===== src/tcpd_pkg.sv =====
// package for the type-c port detect and charger advertisement block
package tcpd_pkg;
  // current advertisement levels
  typedef enum logic [1:0] {ADV_DEF500, ADV_DEF900, ADV_1P5A, ADV_3P0A} tcpd_adv_t;
  // port role configuration
  typedef enum logic [1:0] {ROLE_SRC, ROLE_SNK, ROLE_DRP, ROLE_OFF} tcpd_role_t;
  // data-line charger modes
  typedef enum logic [2:0] {BC_IDLE, BC_DCD, BC_PRIM, BC_SEC, BC_CDP, BC_DCP, BC_DIV} tcpd_bc_t;
  // register byte offsets
  localparam logic [11:0] OFF_CTRL = 12'h000;
  localparam logic [11:0] OFF_BC = 12'h004;
  localparam logic [11:0] OFF_STAT = 12'h008;
  localparam logic [11:0] OFF_EVT = 12'h00c;
  localparam logic [11:0] OFF_BOOT = 12'h010;
  localparam logic [11:0] OFF_ID = 12'h014;
  // control field positions
  localparam int CTRL_ROLE_LSB = 0;
  localparam int CTRL_ADV_LSB = 2;
  localparam int CTRL_FRS_EN = 4;
  localparam int CTRL_FRS_REQ = 5;
  localparam int CTRL_DB_REL = 6;
  localparam int CTRL_TRIM = 7;
  localparam int CTRL_BOOT_EXT = 8;
  // reset values
  localparam logic [31:0] CTRL_RST = 32'h0000_0001;
  localparam logic [31:0] BC_RST = 32'h0000_0000;
  // dual-role toggle half period
  localparam int DRP_HALF_US = 50;
  localparam int CLK_MHZ = 200;
  localparam int DRP_HALF_CYC = DRP_HALF_US * CLK_MHZ;
  // boot threshold for bus power conversion result
  localparam logic [7:0] BOOT_EXT_CODE = 8'h80;
endpackage


===== src/tcpd_port.sv =====
// type-c port attach detection, role swap, dead battery and charger advert
// Functional notes
// source role: pull-up on both pins
// source role: low pin flags sink attach
// four advertisement levels select thresholds
// below cable threshold means active cable
// rising above detach threshold ends connection
// sink role: trimmed pull-down, await source
// sink attach only with vbus present; the swap state still enters sink attach without checking vbus
// sink decodes partner current from pull-up
// dual role toggles pull-down and pull-up
// sink swap detect flags, then source
// source swap request, then sink
// dead battery pull-down, later trimmed
// control removes dead battery pull-down
// bus power conversion selects start-up
// external supply boot: path a port1, b port2
// contact detect: d+ source, d- pull-down
// primary/secondary: drive voltage, sink, sample
// cdp: mirror 0.6v on d- while d+ high
// dcp: short d+ to d- via resistor
// divider mode: drive both lines
// open pins: vbus and vconn off
// cable plus sink: vconn on cable pin
// comparator outputs synchronised first
//
// The register addresses and the APB interface to the registers were left to the implementer.
`timescale 1ns/10ps
module tcpd_port #(
  parameter int DRP_HALF = tcpd_pkg::DRP_HALF_CYC,
  parameter logic [31:0] BLOCK_ID = 32'h0000_5a5a
) (
  // clock and reset
  input wire logic mclk,
  input wire logic rst,
  // apb slave
  input wire logic psel,
  input wire logic penable,
  input wire logic pwrite,
  input wire logic [11:0] paddr,
  input wire logic [31:0] pwdata,
  output logic [31:0] prdata,
  output logic pready,
  output logic pslverr,
  // cc comparators per pin: below detach/sink threshold, below cable threshold, below swap threshold
  input wire logic [1:0] cc_below_sink,
  input wire logic [1:0] cc_below_cable,
  input wire logic [1:0] cc_below_swap,
  // sink side partner advertisement comparators: above 1.5a and 3a levels
  input wire logic [1:0] cc_above_1p5,
  input wire logic [1:0] cc_above_3p0,
  input wire logic vbus_present,
  // data-line comparators
  input wire logic dplus_above_0p6,
  input wire logic dline_sample_hi,
  // bus power conversion result, valid pulse
  input wire logic [7:0] boot_code,
  input wire logic boot_code_valid,
  // cc front-end controls
  output logic [1:0] cc_pullup_current,
  output logic [1:0] adv_level,
  output logic [1:0] trimmed_sink_pulldown,
  output logic dead_battery_pulldown,
  output logic [1:0] swap_signal_pulldown,
  output logic vbus_src_en,
  output logic [1:0] vconn_en,
  output logic swap_event,
  // boot outputs
  output logic ext_path_ctrl_a,
  output logic ext_path_ctrl_b,
  // data-line front-end controls
  output logic dplus_source_current,
  output logic dminus_pulldown,
  output logic [1:0] data_line_voltage_source,
  output logic [1:0] data_line_current_sink,
  output logic data_short_resistor,
  output logic divider_drive,
  output logic converter_sample
);
  typedef enum logic [2:0] {ST_UNATT, ST_SRC_ATT, ST_SNK_WAIT, ST_SNK_ATT, ST_SWAP_SRC} tcpd_st_t;

  logic [31:0] ctrl_q;
  logic [2:0] bc_q;
  logic [1:0] evt_q;
  logic [7:0] boot_q;
  logic boot_done_q;
  tcpd_st_t st_q;
  logic [1:0] mon_q;
  logic [1:0] cable_q;
  logic drp_src_q;
  logic db_q;
  logic cdp_q;
  logic [1:0] partner_adv_q;
  logic tick;
  logic [9:0] fe_s;
  logic [1:0] s_below_sink, s_below_cable, s_below_swap, s_above_1p5, s_above_3p0;
  logic s_vbus, s_dp06, s_dline;
  logic wr_en, rd_en;
  logic [1:0] role;
  logic [1:0] ra_pins, rd_pins;
  logic src_act;
  logic frs_en;
  logic src_detach;
  logic [1:0] settle_q;

  // front-end levels come from analog comparators, so they are synchronised
  tcpd_sync #(.W(10)) u_cc_sync (
    .mclk(mclk),
    .rst(rst),
    .d({cc_below_sink, cc_below_cable, cc_below_swap, cc_above_1p5, cc_above_3p0}),
    .q(fe_s)
  );
  tcpd_sync #(.W(3)) u_misc_sync (
    .mclk(mclk),
    .rst(rst),
    .d({vbus_present, dplus_above_0p6, dline_sample_hi}),
    .q({s_vbus, s_dp06, s_dline})
  );
  assign {s_below_sink, s_below_cable, s_below_swap, s_above_1p5, s_above_3p0} = fe_s;

  tcpd_tick #(.N(DRP_HALF)) u_drp_tick (
    .mclk(mclk),
    .rst(rst),
    .tick(tick)
  );

  // apb: zero wait states, unmapped addresses answer with slverr
  assign pready = 1'b1;
  assign wr_en = psel && penable && pwrite;
  assign rd_en = psel && !penable && !pwrite;
  assign role = ctrl_q[tcpd_pkg::CTRL_ROLE_LSB +: 2];
  assign frs_en = ctrl_q[tcpd_pkg::CTRL_FRS_EN];

  function automatic logic mapped(input logic [11:0] a);
    mapped = (a == tcpd_pkg::OFF_CTRL) || (a == tcpd_pkg::OFF_BC) || (a == tcpd_pkg::OFF_STAT) ||
      (a == tcpd_pkg::OFF_EVT) || (a == tcpd_pkg::OFF_BOOT) || (a == tcpd_pkg::OFF_ID);
  endfunction

  assign pslverr = psel && penable && !mapped(paddr);

  always_ff @(posedge mclk or posedge rst)
  begin
    if (rst)
    begin
      ctrl_q <= tcpd_pkg::CTRL_RST;
    end
    else if (wr_en && paddr == tcpd_pkg::OFF_CTRL)
    begin
      ctrl_q <= {23'h0, pwdata[8:0]};
    end
    else if (st_q == ST_SRC_ATT && ctrl_q[tcpd_pkg::CTRL_FRS_REQ] && frs_en)
    begin
      // swap request is one-shot; the signalling state holds the pull-down
      ctrl_q[tcpd_pkg::CTRL_FRS_REQ] <= 1'b0;
    end
  end

  always_ff @(posedge mclk or posedge rst)
  begin
    if (rst)
    begin
      bc_q <= tcpd_pkg::BC_RST[2:0];
    end
    else if (wr_en && paddr == tcpd_pkg::OFF_BC)
    begin
      bc_q <= pwdata[2:0];
    end
  end

  // sticky events: bit0 source detach, bit1 swap; set beats write-one-clear
  always_ff @(posedge mclk or posedge rst)
  begin
    if (rst)
    begin
      evt_q <= 2'b00;
    end
    else
    begin
      evt_q <= (evt_q & ~((wr_en && paddr == tcpd_pkg::OFF_EVT) ? pwdata[1:0] : 2'b00)) |
        {swap_event, src_detach};
    end
  end

  always_ff @(posedge mclk or posedge rst)
  begin
    if (rst)
    begin
      prdata <= 32'h0000_0000;
    end
    else if (rd_en)
    begin
      if (paddr == tcpd_pkg::OFF_CTRL)
        prdata <= ctrl_q;
      else if (paddr == tcpd_pkg::OFF_BC)
        prdata <= {29'h0, bc_q};
      else if (paddr == tcpd_pkg::OFF_STAT)
        prdata <= {20'h0, s_dline, db_q, cdp_q, partner_adv_q, cable_q, mon_q, st_q};
      else if (paddr == tcpd_pkg::OFF_EVT)
        prdata <= {30'h0, evt_q};
      else if (paddr == tcpd_pkg::OFF_BOOT)
        prdata <= {23'h0, boot_done_q, boot_q};
      else if (paddr == tcpd_pkg::OFF_ID)
        prdata <= BLOCK_ID;
      else
        prdata <= 32'h0000_0000;
    end
  end

  // sample the bus power conversion once after reset
  always_ff @(posedge mclk or posedge rst)
  begin
    if (rst)
    begin
      boot_q <= 8'h00;
      boot_done_q <= 1'b0;
    end
    else if (boot_code_valid && !boot_done_q)
    begin
      boot_q <= boot_code;
      boot_done_q <= 1'b1;
    end
  end

  // external-supply boot: path a serves port 1, path b port 2
  always_ff @(posedge mclk or posedge rst)
  begin
    if (rst)
    begin
      ext_path_ctrl_a <= 1'b0;
      ext_path_ctrl_b <= 1'b0;
    end
    else
    begin
      ext_path_ctrl_a <= boot_done_q && boot_q >= tcpd_pkg::BOOT_EXT_CODE && ctrl_q[tcpd_pkg::CTRL_BOOT_EXT];
      ext_path_ctrl_b <= boot_done_q && boot_q >= tcpd_pkg::BOOT_EXT_CODE && !ctrl_q[tcpd_pkg::CTRL_BOOT_EXT];
    end
  end

  // ra = below cable threshold; rd = below sink threshold only
  assign ra_pins = s_below_cable;
  assign rd_pins = s_below_sink & ~s_below_cable;
  assign src_act = (role == tcpd_pkg::ROLE_SRC) || (role == tcpd_pkg::ROLE_DRP && drp_src_q);

  assign src_detach = st_q == ST_SRC_ATT && (mon_q & ~s_below_sink) != 2'b00;

  // an open pin reads low until the pull-up has passed both sync stages; wait that out
  always_ff @(posedge mclk or posedge rst)
  begin
    if (rst)
      settle_q <= 2'b00;
    else if (cc_pullup_current != 2'b11)
      settle_q <= 2'b00;
    else if (settle_q != 2'b11)
      settle_q <= settle_q + 2'b01;
  end

  // dual-role toggling while no partner is attached
  always_ff @(posedge mclk or posedge rst)
  begin
    if (rst)
      drp_src_q <= 1'b0;
    else if (role == tcpd_pkg::ROLE_DRP && (st_q == ST_UNATT || st_q == ST_SNK_WAIT) && tick)
      drp_src_q <= !drp_src_q;
  end

  // attach state machine
  always_ff @(posedge mclk or posedge rst)
  begin
    if (rst)
    begin
      st_q <= ST_UNATT;
      mon_q <= 2'b00;
      cable_q <= 2'b00;
    end
    else
    begin
      case (st_q)
        ST_UNATT:
        begin
          cable_q <= ra_pins;
          if (src_act && settle_q == 2'b11 && rd_pins != 2'b00)
          begin
            st_q <= ST_SRC_ATT;
            mon_q <= rd_pins;
          end
          else if (!src_act && role != tcpd_pkg::ROLE_OFF)
            st_q <= ST_SNK_WAIT;
        end
        ST_SNK_WAIT:
        begin
          if (src_act || role == tcpd_pkg::ROLE_OFF)
            st_q <= ST_UNATT;
          else if (s_vbus)
          begin
            st_q <= ST_SNK_ATT;
            mon_q <= 2'b11;
          end
        end
        ST_SRC_ATT:
        begin
          if ((mon_q & ~s_below_sink) != 2'b00)
          begin
            st_q <= ST_UNATT;
            mon_q <= 2'b00;
          end
          else if (frs_en && ctrl_q[tcpd_pkg::CTRL_FRS_REQ])
            st_q <= ST_SWAP_SRC;
        end
        ST_SWAP_SRC:
          st_q <= ST_SNK_ATT;
        ST_SNK_ATT:
        begin
          if (!s_vbus)
          begin
            st_q <= ST_UNATT;
            mon_q <= 2'b00;
          end
          else if (frs_en && s_below_swap != 2'b00)
          begin
            st_q <= ST_SRC_ATT;
            mon_q <= s_below_swap;
          end
        end
        default:
          st_q <= ST_UNATT;
      endcase
    end
  end

  assign swap_event = st_q == ST_SNK_ATT && s_vbus && frs_en && s_below_swap != 2'b00;

  // partner current decode while sinking
  always_ff @(posedge mclk or posedge rst)
  begin
    if (rst)
      partner_adv_q <= 2'b00;
    else if (st_q == ST_SNK_ATT)
      partner_adv_q <= (s_above_3p0 != 2'b00) ? 2'd3 : (s_above_1p5 != 2'b00) ? 2'd2 : 2'd0;
  end

  // dead battery pull-down until released or trimmed
  always_ff @(posedge mclk or posedge rst)
  begin
    if (rst)
      db_q <= 1'b1;
    else if (ctrl_q[tcpd_pkg::CTRL_DB_REL] || ctrl_q[tcpd_pkg::CTRL_TRIM])
      db_q <= 1'b0;
  end

  // cc pin controls from flops
  always_ff @(posedge mclk or posedge rst)
  begin
    if (rst)
    begin
      cc_pullup_current <= 2'b00;
      trimmed_sink_pulldown <= 2'b00;
      dead_battery_pulldown <= 1'b0;
      swap_signal_pulldown <= 2'b00;
      vbus_src_en <= 1'b0;
      vconn_en <= 2'b00;
      adv_level <= 2'b00;
    end
    else
    begin
      adv_level <= ctrl_q[tcpd_pkg::CTRL_ADV_LSB +: 2];
      cc_pullup_current <= (src_act && st_q == ST_UNATT) || st_q == ST_SRC_ATT ? 2'b11 : 2'b00;
      trimmed_sink_pulldown <= (!src_act && st_q != ST_SRC_ATT && role != tcpd_pkg::ROLE_OFF && !db_q) ||
        st_q == ST_SNK_ATT ? 2'b11 : 2'b00;
      dead_battery_pulldown <= db_q;
      swap_signal_pulldown <= st_q == ST_SWAP_SRC ? mon_q : 2'b00;
      vbus_src_en <= st_q == ST_SRC_ATT;
      vconn_en <= st_q == ST_SRC_ATT ? (cable_q & ~mon_q) : 2'b00;
    end
  end

  // cdp mirror: hold d- drive while d+ stays at 0.6 v
  always_ff @(posedge mclk or posedge rst)
  begin
    if (rst)
      cdp_q <= 1'b0;
    else
      cdp_q <= bc_q == tcpd_pkg::BC_CDP && s_dp06;
  end

  // data-line controls
  always_ff @(posedge mclk or posedge rst)
  begin
    if (rst)
    begin
      dplus_source_current <= 1'b0;
      dminus_pulldown <= 1'b0;
      data_line_voltage_source <= 2'b00;
      data_line_current_sink <= 2'b00;
      data_short_resistor <= 1'b0;
      divider_drive <= 1'b0;
      converter_sample <= 1'b0;
    end
    else
    begin
      dplus_source_current <= bc_q == tcpd_pkg::BC_DCD;
      dminus_pulldown <= bc_q == tcpd_pkg::BC_DCD;
      // bit0 = d+, bit1 = d-; secondary swaps the lines
      data_line_voltage_source <= bc_q == tcpd_pkg::BC_PRIM ? 2'b01 : bc_q == tcpd_pkg::BC_SEC ? 2'b10 :
        cdp_q ? 2'b10 : 2'b00;
      data_line_current_sink <= bc_q == tcpd_pkg::BC_PRIM ? 2'b10 : bc_q == tcpd_pkg::BC_SEC ? 2'b01 :
        bc_q == tcpd_pkg::BC_CDP ? 2'b01 : 2'b00;
      converter_sample <= bc_q == tcpd_pkg::BC_PRIM || bc_q == tcpd_pkg::BC_SEC || bc_q == tcpd_pkg::BC_CDP;
      data_short_resistor <= bc_q == tcpd_pkg::BC_DCP;
      divider_drive <= bc_q == tcpd_pkg::BC_DIV;
    end
  end
endmodule


===== src/tcpd_sync.sv =====
// two-flop synchroniser for a bus of front-end comparator levels
`timescale 1ns/10ps
module tcpd_sync #(
  parameter int W = 8
) (
  // clock and reset
  input wire logic mclk,
  input wire logic rst,
  // levels
  input wire logic [W-1:0] d,
  output logic [W-1:0] q
);
  logic [W-1:0] meta_q;

  always_ff @(posedge mclk or posedge rst)
  begin
    if (rst)
    begin
      meta_q <= '0;
      q <= '0;
    end
    else
    begin
      meta_q <= d;
      q <= meta_q;
    end
  end
endmodule


===== src/tcpd_tick.sv =====
// free-running divider that gives a one-cycle enable every n cycles
`timescale 1ns/10ps
module tcpd_tick #(
  parameter int N = 10000
) (
  // clock and reset
  input wire logic mclk,
  input wire logic rst,
  // enable pulse
  output logic tick
);
  logic [15:0] cnt_q;

  always_ff @(posedge mclk or posedge rst)
  begin
    if (rst)
    begin
      cnt_q <= 16'h0000;
      tick <= 1'b0;
    end
    else if (cnt_q == 16'(N - 1))
    begin
      cnt_q <= 16'h0000;
      tick <= 1'b1;
    end
    else
    begin
      cnt_q <= cnt_q + 16'h0001;
      tick <= 1'b0;
    end
  end
endmodule


===== config.mk =====
export PLATFORM = sky130hd
export DESIGN_NAME = tcpd_port
export DESIGN_NICKNAME = d
export VERILOG_FILES = /design/src/tcpd_pkg.sv /design/src/tcpd_port.sv /design/src/tcpd_sync.sv /design/src/tcpd_tick.sv
export SDC_FILE = /design/constraint.sdc
export NUM_CORES = 1
export LEC_CHECK = 0
export BUFFER_PORTS_ARGS = -buffer_cell sky130_fd_sc_hd__buf_2
export CAP_MARGIN = 20
export CORE_MARGIN = 2
export CORE_UTILIZATION = 35
export DETAILED_ROUTE_END_ITERATION = 8
export GPL_TIMING_DRIVEN = 0
export MAX_ROUTING_LAYER = met4
export SYNTH_ARGS = -nofsm -noshare
export SYNTH_HDL_FRONTEND = slang
export SYNTH_SLANG_ARGS = --single-unit

===== constraint.sdc =====
create_clock -name mclk -period 7.41 [get_ports mclk]
set_clock_uncertainty 0.05 [all_clocks]
set_input_delay 1.1115 -clock mclk [delete_from_list [all_inputs] [get_ports mclk]]
set_output_delay 1.1115 -clock mclk [all_outputs]
set_load 0.005 [all_outputs]

# Word-level counts from Yosys, hierarchy flattened
# Cells that the tools add are included.
# op_classes
add_sub_neg,2
order_cmp,1
n_eq_ne,31
muxes,41
bitwise,9
n_reduce_logical,65
# ops
operator,n
15-bit 2-to-1 mux,6
2-bit 2-to-1 mux,19
1-bit logical AND,31
"12-bit by 4-bit equality test with 1-bit output, second input constant",2
"12-bit by 5-bit equality test with 1-bit output, second input constant",2
3-bit 2-to-1 mux,8
"16-bit by 1-bit adder with 16-bit output, second input constant",1
"16-bit by 14-bit equality test with 1-bit output, second input constant",1
16-bit 2-to-1 mux,1
3-bit case mux with 5 select lines,1
2-bit nonzero test,7
1-bit logical OR,13
"12-bit by 3-bit equality test with 1-bit output, second input constant",1
"3-bit by 2-bit equality test with 1-bit output, second input constant",4
"3-bit equality test, second input constant",4
12-bit zero test,1
"2-bit != test, second input constant",6
"3-bit != test, second input constant",3
2-bit AND,4
"8-bit >= comparator, second input constant",1
1-bit zero test,8
2-bit NOT,4
2-bit case mux with 4 select lines,1
"2-bit equality test, second input constant",3
other kinds (11),17
# word_totals
ff_bits,134
out_inout_bits,58

# Longest topological paths before layout
# depth
depth_word,9
depth_mapped,6

# Cells and area by module
# Synthesis repeated with hierarchy kept, for this count alone.
# unflattened
hier_cells,427
area_unflattened_um2,4863.4
# modules_own_cells
module,instances,cells_each,area_each_um2,seq_area_each_um2
tcpd_port,1,325,3403.3,1729.2
tcpd_tick,1,74,802.0,425.4
tcpd_sync at u_cc_sync,1,21,504.2,500.5
tcpd_sync at u_misc_sync,1,7,153.9,150.1

# Worst setup path before layout
# OpenSTA, ideal clock, no wires.
# synth_timing
path_kind,in2out
start,in paddr[9]
end,out pslverr
t_arrival_ns,1.820
slack_ns,4.428
path_stages,5
n_path_buf,1
cell_sequence,nor4_1 nand3_1 buf_2 a21oi_1 nor2_1
# synth_via
elab_chain_cells,8
# synth_lines
element,line_no,rtl
start: declaration,tcpd_port.sv:40,"input wire logic [11:0] paddr,"
12-bit by 3-bit equality test with 1-bit output or 12-bit zero test (tied branches),tcpd_port.sv:135,mapped = (a == tcpd_pkg::OFF_CTRL) || (a == tcpd_pkg::OFF_BC) || (a == tcpd_pkg::OFF_STAT) ||
1-bit logical OR (3 in a row),tcpd_port.sv:135,
1-bit logical OR,tcpd_port.sv:136,(a == tcpd_pkg::OFF_EVT) || (a == tcpd_pkg::OFF_BOOT) || (a == tcpd_pkg::OFF_ID);
1-bit logical OR *,tcpd_port.sv:136,
1-bit zero test *,tcpd_port.sv:139,assign pslverr = psel && penable && !mapped(paddr);
1-bit logical AND *,tcpd_port.sv:139,
end: declaration,tcpd_port.sv:44,"output logic pslverr,"
# Mark *: on every way between the ends. The rest lies on a longest branch, timed or not.

# Final worst setup path
# Same ends and word-level chain as after synthesis.

==> qor.yml <==
timing:
  report.final.slew_viol_count: 0
  fmax_mhz: 295.9
  max_slew.worst_pin.slew_ns: 0.8838
  rsz0062_at_grt: "false"
  hold_viol: 0
  layout_setup_ws_ns: 4.030
  setup_viol: 0
  holdWs_ns: 0.2997
  fin_tns_setup_ns: 0
  slew_headroom: 0.4063
  finalCritPeriodShare: 0.4561
  fin_crit_ns: 3.380
global_route:
  overflow: 0
  antenna_found_initial: 0
  first_global_vias: 3282
  grt_pass1_wl_mm: 16.73
  grt_max_degree: 60
  track_usage: 0.1545
clock_tree:
  clk_pin_slew_ns: 0.07
  htreeDepth: 3
  post_cts_buffers: 0
  clock_latency_ns: 0.35
  numCtsBuffers: 9
  numClockSinks: 112
  holdBufCountCts: 0
  cts_tree: "yes"
  clockBufferDepth: 2
  cts_root_buf: "clkbuf_16"
  cts_resized: 0
placement:
  gp_congestion: 0.8816
  dpl_cell_area_um2: 5441
  portBuffers: 85
  dp_slack_ns: 4.026
  place_inst: 690
  dp_hpwl_mm: 7.519
pwr:
  pwr_density_cell_nw_per_um2: 258.1
  p_leak_nw: 2.837
  clockPowerShare: 0.348
  vdd_ir_drop_max_uv: 137.9
  power_frac_seq: 0.470
  power_mw: 1.487
  switchingPower_mw: 0.4018
  p_int_mw: 1.085
  sw_frac_of_total: 0.2703
  combPwrFrac: 0.182
synth:
  synth_top_area_cell: "dfrtp_1"
  synth_xor_area_frac: 0.02980
  synth-seq-cells: 112
  synth-compound-area-share: 0.08622
  yosysWarnings: 0
  async_flop_share: 1.000
  synth_edf_count: 0
  netlist_top_cells_area: "dfrtp_1 (59%), mux2_2 (5.0%), buf_4 (4.2%)"
  synth_mux_area_frac: 0.06094
  synth-simple-area-share: 0.1615
  yosysSeqAreaShare: 0.5966
  synth-adder-area-share: 0.005322
  synth_top_family_by_area: "simple AND/OR/NAND/NOR gates"
  synthFlopType: "dfrtp_1"
  synthDistinctLibCells: 57
  synthesis.instances: 411
  yosysTopAreaCellShare: 0.5854
  avgSynthCellArea_um2: 11.44
  synth.cell_area_um2: 4702
setup_path:
  start_kind: "input port"
  cp_num_buf_inv: 3
  reg2reg_from: "st_q[1]"
  r2r-end: "mon_q[1]"
  crit_slowest_cell: "nor4_1"
  required_ns: 6.25
  slowest_delay_ns: 0.28
  cp_max_fo: 10
  reg2reg_slack_ns: 5.33
  critPathKind: "in -> out"
  cpMostUsedCell: "buf_2"
  reg2reg_depth: 5
  cp.depth: 7
  cp_top_family: "simple AND/OR/NAND/NOR gates"
  cp_data_arrival_time_ns: 2.22
  setup.worst_path.end_class: "output pin"
  crit_chain: "buf_2 -> nor4_1 -> nand3_1 -> buf_2 -> a21oi_1 -> nor2_1 -> buf_2"
job:
  max_cap_violations: 0
floorplan:
  fp.coreArea_um2: 13190
  chipHeight_um: 119.9
  die_w_um: 119.9
  die_area_um2: 14380
  rows: 42
  initial_core_util: 0.3565
  boundaryPins: 129
worst_hold_path:
  min_path_type: "reg -> reg"
  min_path_cells: 0
  min_from: "u_misc_sync.meta_q[2]"
  whs_endpoint: "u_misc_sync.q[2]"
route:
  drt_wl_total_mm: 10.06
  num_vias: 3326
  route.detailed.drc: 0
  ant_nets: 0
  drtIter0Drc: 193
  routed_via_density: 4.711
  routedWlPerCell_um: 14.25
  dr.pass1.iters: 4
layout:
  syn_to_final_growth_pct: 22.51
  fin_area_um2: 5761
  instances_no_fill: 706
  nets: 598
  layout-drive-gt1-share: 0.3132
  utilization: 0.4367
  n_antenna_cell: 0
status:
  status: "finished, final reports clean"
-- synth_stat cells, types with 2 or more instances --
| library cell | number |
|---|---|
| nor2b_1 | 13 |
| xnor2_1 | 7 |
| nand3_1 | 12 |
| and2_1 | 2 |
| o31ai_1 | 3 |
| nand2_1 | 34 |
| dfstp_2 | 2 |
| nand4_1 | 5 |
| clkbuf_1 | 4 |
| conb_1 | 2 |
| or2_2 | 2 |
| dfrtp_1 | 110 |
| o22ai_1 | 3 |
| inv_1 | 9 |
| nand2b_1 | 8 |
| and3_1 | 4 |
| nor3_1 | 7 |
| mux2i_1 | 5 |
| o41ai_1 | 3 |
| or3_1 | 3 |
| o21ai_0 | 18 |
| a31oi_1 | 3 |
| xor2_1 | 9 |
| nor4_1 | 4 |
| nor2_1 | 37 |
| buf_4 | 26 |
| ha_1 | 2 |
| a21oi_1 | 19 |
| buf_2 | 5 |
| mux2_2 | 21 |
| nor3b_1 | 3 |
-- final cells by class --
type	count	area, um2
multi-input cells	271	1688
well taps	176	220.2
clock inverters	6	90.09
plain buffers	36	239.0
flip-flops and latches	112	2805
repair buffers	86	452.9
inverters	9	36.28
clock buffers	10	229.0
fillers	1270	7430
-- how the worst max path moves through the flow --
| stage | startpoint | endpoint | slack [ns] |
|---|---|---|---|
| finish | paddr[9] | pslverr | 4.03 |
| global route | paddr[9] | pslverr | 3.88 |
| CTS | paddr[9] | pslverr | 4.02 |
| detailed placement | paddr[9] | pslverr | 4.03 |
| global placement | rst | u_cc_sync.q[4] | 2.09 |
| floorplan | rst | adv_level[0] | 3.29 |
-- kinds of logic (layout without fill, tap and decap cells) --
group | after synthesis | count (layout)
and+or+nand+nor | 146 | 146
other | 2 | 19
buffers and inverters | 45 | 147
muxes | 26 | 26
AOI/OAI and AO/OA | 62 | 62
adders and majority gates | 2 | 2
DFF | 112 | 112
xor gates and xnor gates | 16 | 16
-- flip-flops by register name (all words and copies together) (netlist names), 2 cells and up --
signal / cells
vconn_en: 2
adv_level: 2
cable_q: 2
u_misc_sync.q: 3
settle_q: 2
u_cc_sync.meta_q: 10
u_misc_sync.meta_q: 3
bc_q: 3
prdata: 13
boot_q: 8
partner_adv_q: 2
mon_q: 2
st_q: 3
data_line_voltage_source: 2
swap_signal_pulldown: 2
evt_q: 2
u_cc_sync.q: 10
ctrl_q: 9
u_drp_tick.cnt_q: 16
-- placed cells by master, fill, tap and decap left out, types with 9 or more instances in the layout --
cell type,count
buf_4,26
nor2b_1,13
a21oi_1,19
dfrtp_1,110
nand2_1,34
xor2_1,9
conb_1,19
mux2_2,21
nor2_1,37
clkbuf_16,9
o21ai_0,18
nand3_1,12
buf_2,90
-- power by group through the flow --
stage | Sequential [mW] | Clock, mW | Combinational, mW
finish | 0.699 | 0.517 | 0.270
detailed placement | 0.712 | 0 | 0.272
global route | 0.707 | 0.558 | 0.304
CTS | 0.700 | 0.534 | 0.273
global placement | 0.712 | 0 | 0.268
floorplan | 0.699 | 0 | 0.196
-- metal layers --
| metal | up-vias | share of wire | global-route usage |
|---|---|---|---|
| met3 | 9 | 0.056 | 0.03137 |
| met1 | 1615 | 0.45 | 0.2036 |
| met5 | - | 0 | - |
| met4 | 0 | 0.011 | 0.06397 |
| li1 | 1610 | - | - |
| met2 | 92 | 0.49 | 0.2340 |
No activity file was read; power rests on OpenSTA's default activity.
